<file path="src/rtl/adc_glue_pkg.sv">
// Purpose: constants shared by the converter bus glue
// Assumes: one 10 MHz core clock
// Notes: no registers reachable by software
package adc_glue_pkg;

  // ----------------------------------------
  // clock
  // ----------------------------------------
  localparam int CLK_HZ = 10_000_000; // core clock rate

  // ----------------------------------------
  // io mode decode fields
  // ----------------------------------------
  localparam int IO_FN_HI = 15; // decoded select line, upper
  localparam int IO_FN_LO = 14; // decoded select line, lower
  localparam int IO_CH_HI = 11; // channel bits in duplicated port address
  localparam int IO_CH_LO = 8;

  // ----------------------------------------
  // memory mode decode fields
  // ----------------------------------------
  localparam int MEM_BLK_HI = 15; // top four lines pick a 4k block
  localparam int MEM_BLK_LO = 12;
  localparam logic [3:0] MEM_BLK_VAL = 4'hf;
  localparam int MEM_EXT_BIT = 11; // extended pattern needs this bit clear
  localparam logic MEM_EXT_VAL = 1'b0;
  localparam int MEM_FN_HI = 5; // function field
  localparam int MEM_FN_LO = 4;
  localparam int MEM_CH_HI = 3; // channel field
  localparam int MEM_CH_LO = 0;

  // ----------------------------------------
  // functions and status layout
  // ----------------------------------------
  localparam logic [1:0] FN_LATCH = 2'h0; // latch write / status read
  localparam logic [1:0] FN_START = 2'h1; // start write / data read
  localparam int STATUS_BIT = 0; // eoc position on a status read
  localparam logic [7:0] DATA_IDLE = 8'h00;

  // ----------------------------------------
  // bus cycle states, gray except the recover to idle step
  // ----------------------------------------
  typedef enum logic [1:0] {
    ST_IDLE = 2'h0,
    ST_ACTIVE = 2'h1,
    ST_RECOVER = 2'h3
  } cyc_state_t;

endpackage

</file>
<file path="src/rtl/pin_sync2.sv">
// Purpose: two flip-flop synchroniser for a group of pins
// Assumes: grouped bits are stable around the strobe that qualifies them
// Notes: first stage is read only by the second stage
`timescale 1ns/100ps
`default_nettype none
module pin_sync2 #(
  parameter int WIDTH = 1
) (
  input wire logic clk,
  input wire logic rst_b,
  input wire logic [WIDTH-1:0] d,
  output logic [WIDTH-1:0] q
);

  logic [WIDTH-1:0] meta_r; // first stage, may go metastable

  // ----------------------------------------
  // two stages, synchronous reset to zero
  // ----------------------------------------
  always_ff @(posedge clk) begin
    if (!rst_b) begin
      meta_r <= '0;
      q <= '0;
    end else begin
      meta_r <= d;
      q <= meta_r;
    end
  end

endmodule
`default_nettype wire

</file>
<file path="src/rtl/cpu_adc_bus_interface.sv">
// Purpose: glue between a processor bus and a 16 channel converter
// Assumes: bus pins asynchronous to CORE_CLK, sampled through two flops
// Notes: pulses trail the strobes by the synchroniser delay plus the output register
`timescale 1ns/100ps
`default_nettype none
module cpu_adc_bus_interface
  import adc_glue_pkg::*;
(
  input wire logic CORE_CLK,
  input wire logic RST_B,
  input wire logic MODE_MEM,
  input wire logic MEM_EXTENDED,
  input wire logic IRQ_DIRECT,
  input wire logic ACK_QUALIFY,
  input wire logic CHAN_FROM_ADDR,
  input wire logic [15:0] CPU_ADDR,
  input wire logic CPU_RD_N,
  input wire logic CPU_WR_N,
  input wire logic CPU_IO_M,
  input wire logic CPU_RW,
  input wire logic PHI2,
  input wire logic VALID_MEMORY_CYCLE,
  input wire logic [7:0] CPU_DATA_IN,
  output logic [7:0] CPU_DATA_OUT,
  output logic CPU_DATA_OE_N,
  input wire logic CPU_INTERRUPT_ACK_N,
  output logic CPU_INTERRUPT_REQUEST_N,
  input wire logic CONV_EOC,
  output logic CONV_ALE,
  output logic CONV_START,
  output logic CONV_OE,
  output logic [3:0] CONV_CHAN
);

  // ----------------------------------------
  // synchronised pins
  // ----------------------------------------
  logic [15:0] addr_s; // address after two flops
  logic [7:0] din_s; // write data after two flops
  logic [4:0] mode_s; // static straps
  logic [7:0] ctl_s; // bus control lines
  logic mode_mem; // memory mapped processor
  logic mem_ext; // extended memory pattern
  logic irq_direct; // eoc drives request directly
  logic ack_qual; // acknowledge qualified by eoc
  logic chan_addr; // channel from address bus
  logic rd_n_s;
  logic wr_n_s;
  logic io_m_s;
  logic rw_s;
  logic phi2_s;
  logic vma_s;
  logic ack_n_s;
  logic eoc_s;

  pin_sync2 #(.WIDTH(16)) u_sync_addr (
    .clk(CORE_CLK),
    .rst_b(RST_B),
    .d(CPU_ADDR),
    .q(addr_s)
  );

  pin_sync2 #(.WIDTH(8)) u_sync_data (
    .clk(CORE_CLK),
    .rst_b(RST_B),
    .d(CPU_DATA_IN),
    .q(din_s)
  );

  pin_sync2 #(.WIDTH(5)) u_sync_mode (
    .clk(CORE_CLK),
    .rst_b(RST_B),
    .d({MODE_MEM, MEM_EXTENDED, IRQ_DIRECT, ACK_QUALIFY, CHAN_FROM_ADDR}),
    .q(mode_s)
  );

  // active-low lines are inverted before and after so reset reads inactive
  // eoc too: reset then reads it done, its idle level, so no false rise after reset
  pin_sync2 #(.WIDTH(8)) u_sync_ctl (
    .clk(CORE_CLK),
    .rst_b(RST_B),
    .d({~CPU_RD_N, ~CPU_WR_N, CPU_IO_M, CPU_RW, PHI2, VALID_MEMORY_CYCLE,
        ~CPU_INTERRUPT_ACK_N, ~CONV_EOC}),
    .q(ctl_s)
  );

  assign {mode_mem, mem_ext, irq_direct, ack_qual, chan_addr} = mode_s;
  assign rd_n_s = ~ctl_s[7];
  assign wr_n_s = ~ctl_s[6];
  assign io_m_s = ctl_s[5];
  assign rw_s = ctl_s[4];
  assign phi2_s = ctl_s[3];
  assign vma_s = ctl_s[2];
  assign ack_n_s = ~ctl_s[1];
  assign eoc_s = ~ctl_s[0];

  // ----------------------------------------
  // address decode
  // ----------------------------------------
  // returns {hit, function}; used at cycle entry only, the hold test looks at the strobe alone
  function automatic logic [2:0] decode(input logic mem, input logic ext,
                                        input logic [15:0] a);
    logic hit;
    logic [1:0] fn;
    hit = 1'b0;
    fn = FN_LATCH;
    if (mem) begin
      hit = (a[MEM_BLK_HI:MEM_BLK_LO] == MEM_BLK_VAL);
      if (ext) begin
        hit = hit && (a[MEM_EXT_BIT] == MEM_EXT_VAL);
        fn = a[MEM_FN_HI:MEM_FN_LO];
      end
    end else begin
      // port address duplicated on upper lines, no latch needed
      hit = 1'b1;
      fn = a[IO_FN_HI:IO_FN_LO];
    end
    return {hit, fn};
  endfunction

  logic [2:0] dec; // decode of the current address
  logic hit; // address selects the converter
  logic [1:0] fn; // decoded function
  logic acc_rd; // qualified read strobe
  logic acc_wr; // qualified write strobe
  logic [3:0] chan_src; // channel from the address bus

  assign dec = decode(mode_mem, mem_ext, addr_s);
  assign hit = dec[2];
  assign fn = dec[1:0];

  // ----------------------------------------
  // strobe qualification
  // ----------------------------------------
  always_comb begin
    if (mode_mem) begin
      acc_rd = phi2_s && vma_s && rw_s;
      acc_wr = phi2_s && vma_s && !rw_s;
      chan_src = addr_s[MEM_CH_HI:MEM_CH_LO];
    end else begin
      acc_rd = !rd_n_s && io_m_s;
      acc_wr = !wr_n_s && io_m_s;
      chan_src = addr_s[IO_CH_HI:IO_CH_LO];
    end
  end

  // ----------------------------------------
  // bus cycle state machine
  // ----------------------------------------
  cyc_state_t state_r; // current cycle state
  cyc_state_t state_nxt;
  logic is_wr_r; // captured direction of the cycle
  logic [1:0] fn_r; // captured function
  logic simple_r; // captured simple memory variant
  logic start_cyc; // a decoded strobe begins
  logic strobe_on; // the captured strobe is still active

  assign start_cyc = hit && (acc_rd || acc_wr);
  assign strobe_on = is_wr_r ? acc_wr : acc_rd;

  // next state: pulses track the strobe, then one idle cycle
  always_comb begin
    case (state_r)
      ST_IDLE: begin
        state_nxt = start_cyc ? ST_ACTIVE : ST_IDLE;
      end
      ST_ACTIVE: begin
        state_nxt = strobe_on ? ST_ACTIVE : ST_RECOVER;
      end
      ST_RECOVER: begin
        // wait for the strobe to fall so one access makes one pulse
        state_nxt = (acc_rd || acc_wr) ? ST_RECOVER : ST_IDLE;
      end
      default: begin
        state_nxt = ST_IDLE;
      end
    endcase
  end

  // state register
  always_ff @(posedge CORE_CLK) begin
    if (!RST_B) begin
      state_r <= ST_IDLE;
    end else begin
      state_r <= state_nxt;
    end
  end

  // capture direction and function at cycle entry
  always_ff @(posedge CORE_CLK) begin
    if (!RST_B) begin
      is_wr_r <= 1'b0;
      fn_r <= FN_LATCH;
      simple_r <= 1'b0;
    end else if (state_r == ST_IDLE && start_cyc) begin
      is_wr_r <= acc_wr;
      fn_r <= fn;
      simple_r <= mode_mem && !mem_ext;
    end
  end

  // ----------------------------------------
  // converter pulses
  // ----------------------------------------
  logic ent; // entering the active state this edge
  logic ent_wr; // decoded write entering
  logic ent_rd; // decoded read entering
  logic act_nxt; // active state next cycle
  logic ale_nxt;
  logic start_nxt;
  logic oe_nxt;
  logic stat_nxt;
  logic wr_k; // kind of the cycle going on
  logic [1:0] fn_k;
  logic simple_k;

  assign ent = (state_r == ST_IDLE) && start_cyc;
  assign wr_k = ent ? acc_wr : is_wr_r;
  assign fn_k = ent ? fn : fn_r;
  assign simple_k = ent ? (mode_mem && !mem_ext) : simple_r;
  assign act_nxt = (state_nxt == ST_ACTIVE);
  assign ent_wr = ent && acc_wr;
  assign ent_rd = ent && acc_rd;

  // simple memory variant: one decode pulse gates latch+start and oe
  always_comb begin
    ale_nxt = act_nxt && wr_k && (simple_k || fn_k == FN_LATCH);
    start_nxt = act_nxt && wr_k && (simple_k || fn_k == FN_START);
    oe_nxt = act_nxt && !wr_k && (simple_k || fn_k == FN_START);
    stat_nxt = act_nxt && !wr_k && !simple_k && fn_k == FN_LATCH;
  end

  logic ale_r;
  logic start_r;
  logic oe_r;
  logic data_oe_n_r; // status drive enable, active low
  logic [3:0] chan_r;
  logic [7:0] dout_r;

  // pulses lasting the strobe, positive except the active-low status drive enable
  always_ff @(posedge CORE_CLK) begin
    if (!RST_B) begin
      ale_r <= 1'b0;
      start_r <= 1'b0;
      oe_r <= 1'b0;
      data_oe_n_r <= 1'b1;
    end else begin
      ale_r <= ale_nxt;
      start_r <= start_nxt;
      oe_r <= oe_nxt;
      data_oe_n_r <= !stat_nxt;
    end
  end

  // channel loaded on the same edge the latch pulse rises
  always_ff @(posedge CORE_CLK) begin
    if (!RST_B) begin
      chan_r <= 4'h0;
    end else if (ent_wr && (simple_k || fn == FN_LATCH)) begin
      chan_r <= chan_addr ? chan_src : din_s[3:0];
    end
  end

  // status byte: eoc in one bit, the rest zero
  always_ff @(posedge CORE_CLK) begin
    if (!RST_B) begin
      dout_r <= DATA_IDLE;
    end else if (stat_nxt) begin
      dout_r <= DATA_IDLE; // other bits read as zero
      dout_r[STATUS_BIT] <= eoc_s;
    end else begin
      dout_r <= DATA_IDLE;
    end
  end

  // ----------------------------------------
  // interrupt flag
  // ----------------------------------------
  logic eoc_d_r; // eoc one cycle later, for the rise
  logic irq_ff_r; // latched end of conversion
  logic irq_n_r; // request pin, active low
  logic eoc_rise;
  logic ack_clr;
  logic stat_clr;

  assign eoc_rise = eoc_s && !eoc_d_r;
  // qualifying stops another source's acknowledge clearing this request
  assign ack_clr = !ack_n_s && (!ack_qual || eoc_s);
  assign stat_clr = ent_rd && !simple_k && fn == FN_LATCH;

  // set wins over clear so a new end of conversion is not lost
  always_ff @(posedge CORE_CLK) begin
    if (!RST_B) begin
      eoc_d_r <= 1'b1; // matches the synchronised eoc during reset
      irq_ff_r <= 1'b0;
    end else begin
      eoc_d_r <= eoc_s;
      if (eoc_rise) begin
        irq_ff_r <= 1'b1;
      end else if (ack_clr || stat_clr) begin
        irq_ff_r <= 1'b0;
      end
    end
  end

  // direct mode follows eoc, cleared only when a new conversion drops it
  always_ff @(posedge CORE_CLK) begin
    if (!RST_B) begin
      irq_n_r <= 1'b1;
    end else if (irq_direct) begin
      irq_n_r <= !eoc_s;
    end else begin
      irq_n_r <= !irq_ff_r;
    end
  end

  // ----------------------------------------
  // outputs
  // ----------------------------------------
  assign CONV_ALE = ale_r;
  assign CONV_START = start_r;
  assign CONV_OE = oe_r;
  assign CONV_CHAN = chan_r;
  assign CPU_DATA_OUT = dout_r;
  // no converter clock leaves this block; it comes from its own source
  assign CPU_DATA_OE_N = data_oe_n_r; // low while glue drives the bus
  assign CPU_INTERRUPT_REQUEST_N = irq_n_r;

endmodule
`default_nettype wire

</file>
<file path="config.mk">
export PLATFORM = sky130hd
export DESIGN_NAME = cpu_adc_bus_interface
export DESIGN_NICKNAME = d
export VERILOG_FILES = /design/src/rtl/adc_glue_pkg.sv /design/src/rtl/pin_sync2.sv /design/src/rtl/cpu_adc_bus_interface.sv
export SDC_FILE = /design/constraint.sdc
export NUM_CORES = 1
export LEC_CHECK = 0
export BUFFER_PORTS_ARGS = -buffer_cell sky130_fd_sc_hd__buf_4
export CORE_MARGIN = 3
export CORE_UTILIZATION = 53
export DETAILED_ROUTE_END_ITERATION = 12
export GPL_TIMING_DRIVEN = 0
export PLACE_DENSITY = 0.78
export SLEW_MARGIN = 10
export SYNTH_ARGS = -nofsm -noshare
export SYNTH_HDL_FRONTEND = slang
export SYNTH_SLANG_ARGS = --single-unit
</file>
<file path="constraint.sdc">
create_clock -name CORE_CLK -period 1.8 [get_ports CORE_CLK]
set_input_delay 0.54 -clock CORE_CLK [delete_from_list [all_inputs] [get_ports CORE_CLK]]
set_output_delay 0.54 -clock CORE_CLK [all_outputs]
set_load 0.02 [all_outputs]
</file>
Yosys cells after proc, flatten, opt, wreduce, memory -nomap -nowiden
Cells that the tools add are included.
- output and inout port bits: 17
- register bits after elaboration: 91
- input port bits: 39
- word-level logic and storage cells: 94
- equal/unequal tests: 5
- reductions and logical operators: 42
- muxes and demuxes: 19
- bitwise operators: 6
- operators by type and width (kind ; number):
    1-bit logical AND ; 23
    1-bit two-way mux ; 11
    2-bit two-way mux ; 5
    1-bit logical NOT ; 8
    4-bit two-way mux ; 2
    2-bit by 1-bit == test with 1-bit output, second input constant ; 3
    2-bit logical NOT ; 3
    1-bit logical OR ; 6
    1-bit inverter ; 6
    2-bit case mux with 3 select lines ; 1
    4-bit == test, second input constant ; 1
    2-bit == test, second input constant ; 1
    2-bit AND reduction ; 1
    2-bit nonzero test ; 1

Depth between registers and ports, before layout
Gate-level depths: netlist of the first run.
- depth after elaboration: 13
- gate-level depth with buffers: 7
- mapped depth without buffers: 5

By module
From an unflattened synthesis of the first run, not the netlist that was laid out.
- cells, all modules: 281
- area total of the unflattened synthesis: 3105.5 um^2
- by module, submodules not included (module ; sequential area each (um^2) ; cells each ; times used ; area an instance (um^2)):
    cpu_adc_bus_interface ; 360.3 ; 128 ; 1 ; 1053.5
    pin_sync2 (u_sync_addr) ; 640.6 ; 67 ; 1 ; 895.9
    pin_sync2 (u_sync_ctl ...) ; 320.3 ; 33 ; 2 ; 446.7
    pin_sync2 (u_sync_mode) ; 200.2 ; 20 ; 1 ; 262.8

Least setup slack after synthesis of the first run
No wires, ideal clock.
- path kind: flip-flop to flip-flop
- start point: register u_sync_mode.q[4]
- end point: register data_oe_n_r, in the netlist CPU_DATA_OE_N
- setup time: 0.120 ns
- data arrival time: 1.523 ns
- slack: 0.157 ns
- clock period less this slack: 1.643 ns
- stages on the path, launching flop included: 6
- path buffers: 1
- required time: 1.680 ns
- cells stage by stage: dfxtp_1 -> buf_4 -> mux4_2 -> a21oi_2 -> nand3b_1 -> or2_1
- longest elaborated chain between the ends: 10
- elaborated cells between the ends (all ways): 24
- classes of those cells: 1 x eq/ne; 12 x mux; 11 x reduce/logical
- RTL lines (item ; RTL line ; RTL):
    start, declared ; pin_sync2.sv:12 ; output logic [WIDTH-1:0] q
    start signal, assigned ; pin_sync2.sv:26 ; q <= meta_r;
    1-bit two-way mux ; cpu_adc_bus_interface.sv:136 ; if (mode_mem) begin
    1-bit logical OR ; cpu_adc_bus_interface.sv:158, cpu_adc_bus_interface.sv:172 ;
    1-bit logical AND ; cpu_adc_bus_interface.sv:158 ; assign start_cyc = hit && (acc_rd || acc_wr);
    1-bit two-way mux / 1-bit logical AND (equally long branches) ; cpu_adc_bus_interface.sv:165, cpu_adc_bus_interface.sv:217 ;
    2-bit case mux with 3 select lines / 1-bit two-way mux (equally long branches) ; -- ;
    2-bit by 1-bit == test with 1-bit output / 1-bit logical NOT (equally long branches) ; cpu_adc_bus_interface.sv:221, cpu_adc_bus_interface.sv:230 ;
    1-bit logical AND (2 in a row) ; cpu_adc_bus_interface.sv:230 ; stat_nxt = act_nxt && !wr_k && !simple_k && fn_k == FN_LATCH;
    1-bit logical AND * ; cpu_adc_bus_interface.sv:230 ;
    1-bit logical NOT * ; cpu_adc_bus_interface.sv:251 ; data_oe_n_r <= !stat_nxt;
    end signal, assigned ; cpu_adc_bus_interface.sv:251 ;
    end, declared ; cpu_adc_bus_interface.sv:236 ; logic data_oe_n_r;
Mark *: on every way between the ends. The rest lies on a longest branch, timed or not.
A chain may end at the register's enable or synchronous reset.

Worst setup path in the final report of the first run
- start point: register u_sync_mode.q[3]
- end point: register chan_r[1], in the netlist CONV_CHAN[1]
- longest elaborated chain between the ends: 7
- elaborated cells between the ends (all ways): 13
- classes of those cells: 5 x mux; 8 x reduce/logical
- RTL lines (item ; RTL line ; RTL):
    1-bit two-way mux ; cpu_adc_bus_interface.sv:109 ; if (ext) begin
    1-bit two-way mux ; cpu_adc_bus_interface.sv:107 ; if (mem) begin
    1-bit logical AND ; cpu_adc_bus_interface.sv:158 ;
    1-bit logical AND ; cpu_adc_bus_interface.sv:217 ; assign ent = (state_r == ST_IDLE) && start_cyc;
    1-bit two-way mux ; -- ;
    1-bit logical OR ; cpu_adc_bus_interface.sv:259 ; end else if (ent_wr && (simple_k || fn == FN_LATCH)) begin
    1-bit logical AND * ; cpu_adc_bus_interface.sv:259 ;
    end signal, assigned ; cpu_adc_bus_interface.sv:260 ; chan_r <= chan_addr ? chan_src : din_s[3:0];
    end, declared ; cpu_adc_bus_interface.sv:237 ; logic [3:0] chan_r;
Marked as above.

==> impl_results.md, run 1 <==
* Vias at 1826
* Pre-antenna DRT Iters at 4
* Die H at 77.69 um
* Max VDD drop at 0.0007161 V
* Total Routing Usage GR at 0.1681
* Area delta synth->final at 23.61%
* Worst reg-to-reg setup slack at ~68 ps
* Worst R2R End: CONV_CHAN[1]
* DIE AREA at 6036 um^2
* # DRC at 0
* Post-synth EDFFs at 0
* Syn_area_per_cell at between 10 and 15 um^2
* Clk pin slew, worst setup/hold paths at ~80 ps
* Port bufs at 41
* Post-synthesis sequential area ratio at 0.5880
* Number of max-cap violations at 0
* Synth unique cells at 41
* Largest net degree at the start of global routing at 14
* RePlAce Congestion at 0.7902
* Status: completed
* Finished Layout Cells at 385
* TritonCTS Sinks at 80
* Cts bufs inserted at 9
* Final min period at about 1700 ps
* Relative slew slack at 0.6612
* M2 GR Usage at 0.2474
* Reg-to-reg critical path startpoint: u_sync_mode.q[3]
* WL final at 4623 um
* Antenna violations before repair at 0
* Core area at 4848 um^2
* # nets final at approximately 350
* GR peak layer: met2
* Pins over their slew limit at 0
* Fillers at ~380
* H-tree depth at 3
* Achievable Freq at ~580 MHz
* WHS Endpoint: u_sync_ctl.meta_r[6]
* First-pass GRT wire length at a little under 8000 um
* RSZ-0062 raised after global routing: true
* Total power at 3.310 mW
* Row count at 25
* Worst skew pair latency at 340 ps
* Layout cell share with drive strength beyond 1 at 0.2610
* Met3 Track Usage GR at 0.06032
* Vias in the first global route at about 1700
* Worst-path fanout max at 7
* Critical path class: register to register
* Routed Antenna Nets at 0
* Post-DR wirelength/cell at 12.01 um
* Worst setup SP type: register
* IO Count at 56
* Initial core utilization at 0.5618
* Min-delay src: CPU_WR_N
* Multi-input gate area at 1033 um^2
* Power per standard cell area at 983.0 nW/um^2
* Setup Viol. Count Final at 0
* Worst endpoint required time at 2030 ps
* Sequential cell area at 1608 um^2
* Vias per Instance at around 4.7
* Met1 GRT Util at 0.2165
* Syn. warnings at 0
* Hold Violations, Final at 0
* Number of diodes at 0
* Share of flip-flops with an asynchronous set or reset at 0
* Hpwl dp at 3341 um
* Grt ovf at 0
* Main flop type after synthesis: dfxtp_1
* Hold path depth at 2
* WP data arrival at 1970 ps
* Worst Skew at 6.352 ps
* Worst Tran Pin Value at 508.2 ps
* Cell depth of the worst flop-to-flop path at 5
* CTS root buf: clkbuf_8
* Leakage at between 1 and 1.5 nW
* DRT iter0 DRCs at 96
* Worst Setup End Kind: register
* Mapped Cells at 255
* Die Span X at between 70 and 80 um
* Crit share post-route at 0.9623
* TritonCTS clock tree: yes
* Deepest clock path buffer count at 2
* Syn Std Cell Area at 2724 um^2
* Placed Cells at 369
* #FFs+latches synth at 80
* Hold Crit Class: input pin to register
-- worst max-delay path by stage --
stage / from / end / slack [ps] / cells past startpoint
final: u_sync_mode.q[3] / CONV_CHAN[1] / 70 / 5
after global routing: u_sync_mode.q[3] / CONV_CHAN[1] / -10 / 5
after CTS: u_sync_mode.q[4] / CPU_DATA_OE_N / 1 / 5
after detailed placement: u_sync_mode.q[4] / CONV_CHAN[1] / 9 / 7
after global placement: u_sync_mode.q[4] / CONV_CHAN[1] / 20 / 7
after floorplan: u_sync_mode.q[4] / CPU_DATA_OE_N / 160 / 5
-- cell usage in the layout, fill, tap and decap left out, drive strengths merged, types with 2 or more instances in the layout --
| master | instances |
|---|---|
| nor2b | 9 |
| o21ai | 5 |
| nand2 | 12 |
| conb | 7 |
| a211oi | 2 |
| nor2 | 12 |
| a21oi | 10 |
| nand3 | 2 |
| clkinv | 4 |
| o21a | 2 |
| a21boi | 2 |
| nand3b | 3 |
| inv | 7 |
| or2 | 2 |
| nor3 | 3 |
| clkbuf | 17 |
| a311oi | 2 |
| and2 | 58 |
| buf | 54 |
| mux2i | 10 |
| dfxtp | 80 |
-- report_power, final --
group	leakage [nW]	switching (mW)	internal, mW
sequential	0.660	0.0273	1.84
clock	0.0990	0.599	0.628
combinational	0.662	0.0975	0.120
-- metrics by stage --
stage	hold slack, ps	utilization	setup TNS, ps	worst slack [ps]	cell area, um^2
after floorplan	397.0	-	0	156.6	2746
after global placement	414.4	0.6472	0	23.51	3138
after detailed placement	418.4	0.6472	0	8.959	3138
after CTS	328.5	0.6872	0	1.238	3332
after global routing	330.9	0.6945	-16.60	-11.01	3367
final	343.6	0.6945	0	67.91	3367
-- area by class of cell --
class,instances,area share
Sequential cell,80,0.4775
Clock buffer,9,0.03679
Timing Repair Buffer,43,0.09588
Inverter,6,0.006689
Multi-Input combinational cell,155,0.3069
Buffer,19,0.03382
Tap cell,67,0.02490
Clock inverter,6,0.01747
-- cells in the mapped netlist (2+ instances only) --
| cell type | number | area share |
|---|---|---|
| dfxtp_1 | 80 | 0.59 |
| and2_1 | 58 | 0.13 |
| nand2_1 | 12 | 0.017 |
| nor2_1 | 12 | 0.017 |
| mux2i_1 | 10 | 0.037 |
| buf_4 | 9 | 0.025 |
| nor2b_1 | 9 | 0.021 |
| clkbuf_1 | 8 | 0.011 |
| a21oi_1 | 6 | 0.011 |
| inv_1 | 6 | 0.0083 |
| a21oi_2 | 4 | 0.013 |
| nand3b_1 | 3 | 0.0083 |
| nor3_1 | 3 | 0.0055 |
| o21ai_0 | 3 | 0.0055 |
| a211oi_1 | 2 | 0.0055 |
| a21boi_1 | 2 | 0.0055 |
| a311oi_1 | 2 | 0.0064 |
| nand3_1 | 2 | 0.0037 |
| o21a_1 | 2 | 0.0055 |
-- layer usage --
| metal | part of all wire | up-vias |
|---|---|---|
| li1 | - | 931 |
| met1 | 0.45 | 837 |
| met2 | 0.46 | 47 |
| met3 | 0.063 | 11 |
| met4 | 0.022 | 0 |
| met5 | 0 | - |
-- logic make-up (layout without fill, tap and decap cells) --
logic type / count (synthesis) / in the layout / synth area share
simple gates: 105 / 105 / 0.2265
flops: 80 / 80 / 0.5880
compound gates: 32 / 32 / 0.08773
buf+inv: 26 / 83 / 0.05144
mux: 11 / 11 / 0.04502
other cells: 1 / 7 / 0.001377
-- critical path, cell delays in order (launching register included) --
cell and delay, ps:
dfxtp_4 370, a311o_1 420, a221oi_4 290, nor2b_4 280
mux2i_1 210, nor2b_1 60
-- sequential cells by signal, summed over array words and instances, names as in the netlist --
register / count
u_sync_data.q: 4
eoc_d_r: 1
CONV_OE: 1
u_sync_ctl.meta_r: 8
is_wr_r: 1
CPU_DATA_OE_N: 1
CPU_DATA_OUT: 1
u_sync_ctl.q: 8
irq_ff_r: 1
u_sync_mode.meta_r: 5
u_sync_mode.q: 5
simple_r: 1
CONV_CHAN: 4
u_sync_data.meta_r: 4
state_r: 2
fn_r: 2
u_sync_addr.meta_r: 14
CONV_ALE: 1
u_sync_addr.q: 14
CONV_START: 1
CPU_INTERRUPT_REQUEST_N: 1
-- what timing repair did --
action / CTS / global route
setup buffers: 0 / 2
cloned: 0 / 0
hold buffers: 0 / 0
setup endpoints to repair: 1 / 11
resized for setup: 1 / 9
pin swaps: 0 / 2
Note: power is estimated with default switching activity, not from simulation.
==> run 2, diff against run 1 <==
- REMOVE_ABC_BUFFERS: unset -> 1
- clock period: 1.8 -> 2 ns (I/O delays scaled with it)
==> impl_results.md, run 2 (synthesis results as in run 1) <==
* WL final at 3935 um
* Grt ovf at 0
* Achievable Freq at between 500 and 600 MHz
* TritonCTS Sinks at 80
* Sequential share of power at 0.540
* DIE AREA at 6036 um^2
* Port bufs at 42
* Core area at 4848 um^2
* Placed Cells at 350
* DRT iter0 DRCs at 82
* Hold Crit Class: input pin to register
* Worst setup SP type: register
* Deepest clock path buffer count at 2
* Fillers at 386
* NetSw at around 0.64 mW
* IO Count at 56
* Post-CTS Setup Bufs at 0
* Leakage at 1.354 nW
* RSZ-0062 raised after global routing: false
* Die Span X at 77.69 um
* # DRC at 0
* Max VDD drop at 0.0005827 V
* Row count at 25
* Setup Viol. Count Final at 0
* Largest regs: u_sync_addr.meta_r (14), u_sync_addr.q (14)
* Final min period at 1840 ps
* RePlAce Congestion at 0.7497
* Total power at 3.119 mW
* Hold Violations, Final at 0
* Most frequent cells in the layout: dfxtp_1, and2_1, buf_4
* Hpwl dp at around 2700 um
* Power per standard cell area at between 900 and 1000 nW/um^2
* H-tree depth at 3
* Initial core utilization at 0.5618
* Post-DR wirelength/cell at 10.75 um
* Pre-antenna DRT Iters at 4
* Logic pwr share at 0.051
* CTS root buf: clkbuf_8
* Worst-path fanout max at 7
* Crit share post-route at 0.9200
* Total Routing Usage GR at 0.1481
* Pins over their slew limit at 0
* Worst Setup End Kind: register
* Worst reg-to-reg setup slack at 160 ps
* TritonCTS clock tree: yes
* Die H at 77.69 um
* Status: completed
* Routed Antenna Nets at 0
* Layout cell share with drive strength beyond 1 at 0.2274
* Worst skew pair latency at ~340 ps
* WP data arrival at 2080 ps
* # nets final at 333
* Most common cell after layout, fill and taps aside: dfxtp_1
* Critical path class: register to register
* First-pass GRT wire length at 6789 um
* Clk pin slew, worst setup/hold paths at 80 ps
* Largest net degree at the start of global routing at 73
* Area delta synth->final at 19.48%
* Number of max-cap violations at 0
* Antenna violations before repair at 0
* Vias at between 1500 and 2000
* Finished Layout Cells at 366
* Worst Skew at 7.737 ps
* Quantity of hold-fixing buffers added after cts at 0
* Switch share at 0.2040
* Vias per Instance at ~4.6
* Vias in the first global route at around 1600
* Int Pwr at ~2.5 mW
* Cts bufs inserted at 9
* Clock power frac at 0.409
* Worst endpoint required time at 2240 ps
* Number of diodes at 0
## run 2: cell types whose count changed in the layout (fill, tap and decap cells not counted), moves of 2 or more
cell / previous run / this run
buf_6: 2 / 0
buf_4: 50 / 42
clkbuf_1: 8 / 1
clkinv_2: 4 / 2
dfxtp_1: 77 / 79
dfxtp_2: 2 / 0
## run 2: layer usage
metal  GRT usage  vias to the layer above  share of wire
li1            -                      895              -
met1      0.1668                      729           0.45
met2      0.2380                       40           0.47
met3     0.04292                       11          0.054
met4      0.1068                        0          0.029
met5           0                        -              0
## run 2: repair_timing
action                                  CTS  global route
hold endpoints to repair                  0             0
gates resized for setup                   2             1
endpoints found under the setup margin   12             9
gates cloned                              0             0
## run 2: power groups by stage
stage          Sequential (mW)  Combinational (mW)  Clock (mW)
2_1_floorplan             1.72              0.0857           0
3_3_place_gp              1.72               0.157           0
3_5_place_dp              1.72               0.161           0
4_1_cts                   1.69               0.162        1.31
5_1_grt                   1.69               0.180        1.37
6_report                  1.68               0.159        1.28
## run 2: worst max-delay path: stages, from the launching register on
cell and delay, ps:
dfxtp_1 390, a311o_1 380, a221oi_2 300, nor2b_2 380, mux2i_1 230, nor2b_1 60
## run 2: path summary, 6_finish.rpt
path	from	end	cells past startpoint
max	state_r[0]	CONV_CHAN[3]	5
min reg2reg	u_sync_addr.meta_r[3]	u_sync_addr.q[3]	1
min	CPU_WR_N	u_sync_ctl.meta_r[6]	2
max reg2reg	state_r[0]	CONV_CHAN[3]	5
## run 2: area by class of cell
cell class	instances	area, um^2	area share
clock buffers	11	141.4	0.04344
clock inverters	5	78.83	0.02422
inverters	6	22.52	0.006920
multi-input cells	155	1007	0.3095
flip-flops and latches	80	1605	0.4933
well taps	67	83.83	0.02576
repair buffers	42	315.3	0.09689
## run 2: through the flow
stage	hold WS (ps)	setup TNS, ps	setup WS, ps	util	area (um^2)
after floorplan	397.0	-52.16	-13.04	-	2629
after global placement	413.9	-2486	-370.7	0.6245	3028
after detailed placement	417.7	-2471	-359.3	0.6245	3028
after CTS	376.9	0	58.88	0.6707	3252
after global routing	385.5	0	27.90	0.6712	3254
final	398.4	0	160.1	0.6712	3254
==> run 3, diff against run 2 <==
- ABC_AREA: unset -> 1
- PLACE_DENSITY: 0.78 -> 0.77
==> impl_results.md, run 3 <==
* Antenna violations before repair at 0
* TritonCTS clock tree: yes
* Hold Violations, Final at 0
* Max VDD drop at 0.0005301 V
* Vias per Instance at 4.211
* Critical path class: register to register
* Worst endpoint required time at approximately 2300 ps
* Levels on crit path at 10
* CP dominant cell by count: nand2_1
* Grt ovf at 0
* Worst-path fanout max at 11
* Mapped Cells at 341
* DRT iter0 DRCs at 79
* First-pass GRT wire length at 6996 um
* Share of flip-flops with an asynchronous set or reset at 0
* Pre-antenna DRT Iters at 4
* Top cell type's share of synthesized area at 0.5797
* Die H at 78.20 um
* Port bufs at 42
* CTS resizes at 1
* Routed Antenna Nets at 0
* Finished Layout Cells at 455
* Main flop type after synthesis: dfxtp_1
* Die Span X at just under 80 um
* Cell depth of the worst flop-to-flop path at 10
* Cell taking the most area after synthesis: dfxtp_1
* Vias in the first global route at between 1500 and 2000
* Area delta synth->final at 19.61%
* Row count at 25
* Largest net degree at the start of global routing at 66
* Post-synth top cells: nand2_1, dfxtp_1, inv_1
* WHS at about 410 ps
* Most frequent cells in the layout: nand2_1, dfxtp_1, inv_1
* WP data arrival at ~2000 ps
* Initial core utilization at 0.5662
* CP max stage cell: dfxtp_2
* Leakage at 1.859 nW
* Worst Setup EP: CPU_DATA_OUT[0]
* Clk pin slew, worst setup/hold paths at 70 ps
* Largest regs: u_sync_addr.meta_r (14), u_sync_addr.q (14)
* Worst setup SP type: register
* Crit share post-route at 0.8878
* CP cell instances: inv_1 -> nand2_1 -> nand2_1 -> nand2_4 -> nand3_4 -> a21oi_4 -> nand2_1 -> nor2_2 -> nand2_2 -> nor2_2
* Status: completed
* Pre-CTS setup slack at -0.1323 ps
* Fillers at 421
* CP delay by family, top: simple AND/OR/NAND/NOR gates
* Setup WS post-layout at between 200 and 250 ps
* Hpwl dp at 2817 um
* Worst R2R End: CPU_DATA_OUT[0]
* RePlAce Congestion at between 0.8 and 0.9
* Deepest clock path buffer count at 2
* Vias at 1916
* Worst reg-to-reg setup slack at between 200 and 250 ps
* Syn_area_per_cell at 8.102 um^2
* Layout cell share with drive strength beyond 1 at 0.1985
* Synth unique cells at 27
* Top-count cell post-synth: nand2_1
* Post-DR wirelength/cell at 8.980 um
* Quantity of hold-fixing buffers added after cts at 0
* RSZ-0062 raised after global routing: false
* Worst path buffer plus inverter count at 1
* Worst skew pair latency at 330 ps
* DIE AREA at 6114 um^2
* Number of diodes at 0
* Worst Skew at just under 7 ps
* Relative slew slack at 0.6132
* Core area at 4880 um^2
* Worst Setup End Kind: register
* H-tree depth at 3
* WL final at 4086 um
* Worst Tran Pin Value at 580.2 ps
* Setup TNS at 0 ps
* Post-CTS Setup Bufs at 0
* Reg-to-reg critical path startpoint: u_sync_mode.q[4]
* Number of max-cap violations at 0
* Post-synthesis sequential area ratio at 0.5797
* Cts bufs inserted at 9
* Hold Crit Class: register to register
* Placed Cells at 439
* Setup Viol. Count Final at 0
* #FFs+latches synth at 80
* Max incr delay on CP at a little under 500 ps
* IO Count at 56
* Syn. warnings at 0
* Critical path origin: u_sync_mode.q[4]
* Syn Std Cell Area at 2763 um^2
* Power per standard cell area at 942.5 nW/um^2
* Post-synth EDFFs at 0
* Dominant cells by area after synthesis: dfxtp_1, nand2_1, inv_1
* Pins over their slew limit at 0
* # nets final at 422
* TritonCTS Sinks at 80
* # DRC at 0
* CTS root buf: clkbuf_8
* Total Routing Usage GR at 0.1493
* Achievable Freq at 563.2 MHz
* Final min period at 1776 ps
* Most common cell after layout, fill and taps aside: nand2_1
==> run 3: metrics by stage <==
stage	utilization	instance area (um^2)	total power, mW
CTS	0.6772	3304	3.155
detailed placement	0.6323	3085	1.936
global placement	0.6323	3085	1.927
finish	0.6772	3304	3.114
global route	0.6772	3304	3.255
floorplan	-	2686	1.840
==> run 3: worst min-delay path by stage <==
stage	startpoint	end	depth (start not counted)
final	u_sync_addr.meta_r[14]	u_sync_addr.q[14]	2
after global routing	CPU_WR_N	u_sync_ctl.meta_r[6]	2
after CTS	CONV_EOC	u_sync_ctl.meta_r[0]	2
after detailed placement	u_sync_addr.meta_r[13]	u_sync_addr.q[13]	2
after global placement	u_sync_ctl.meta_r[1]	u_sync_ctl.q[1]	2
after floorplan	u_sync_addr.meta_r[0]	u_sync_addr.q[0]	2
==> run 3: area by class of cell <==
type	count	area, um^2	share of cell area
flip-flops and latches	80	1603	0.4850
multi-input cells	178	814.5	0.2465
repair buffers	42	315.3	0.09542
inverters	72	270.3	0.08179
clock buffers	14	182.7	0.05528
well taps	67	83.83	0.02537
clock inverters	2	35.03	0.01060
==> run 3: power breakdown <==
group	total, mW	leakage, nW	switching (mW)	internal, mW
Combinational	0.211	1.09	0.122	0.0890
Sequential	1.69	0.659	0.0256	1.66
Clock	1.22	0.113	0.505	0.712
==> run 3: cells by family (layout without fill, tap and decap cells) <==
logic type	count (synthesis)	count (layout)	share of synthesized area
other cells	1	7	0.001357
simple gates	156	156	0.2518
buf+inv	89	130	0.1336
flops	80	80	0.5797
compound gates	15	15	0.03351
==> run 3: worst reg2reg max path, stage by stage (launching register included) <==
cell and delay [ps]:
dfxtp_2 490, inv_1 210, nand2_1 130, nand2_1 110, nand2_4 120, nand3_4 120
a21oi_4 200, nand2_1 90, nor2_2 130, nand2_2 70, nor2_2 60
==> run 3: routing by layer <==
| metal | vias to the layer above | track usage | part of all wire |
|---|---|---|---|
| met1 | 805 | 0.1673 | 0.42 |
| met5 | - | 0 | 0 |
| li1 | 1062 | - | - |
| met4 | 0 | 0.08566 | 0.021 |
| met3 | 7 | 0.05963 | 0.061 |
| met2 | 42 | 0.2406 | 0.49 |
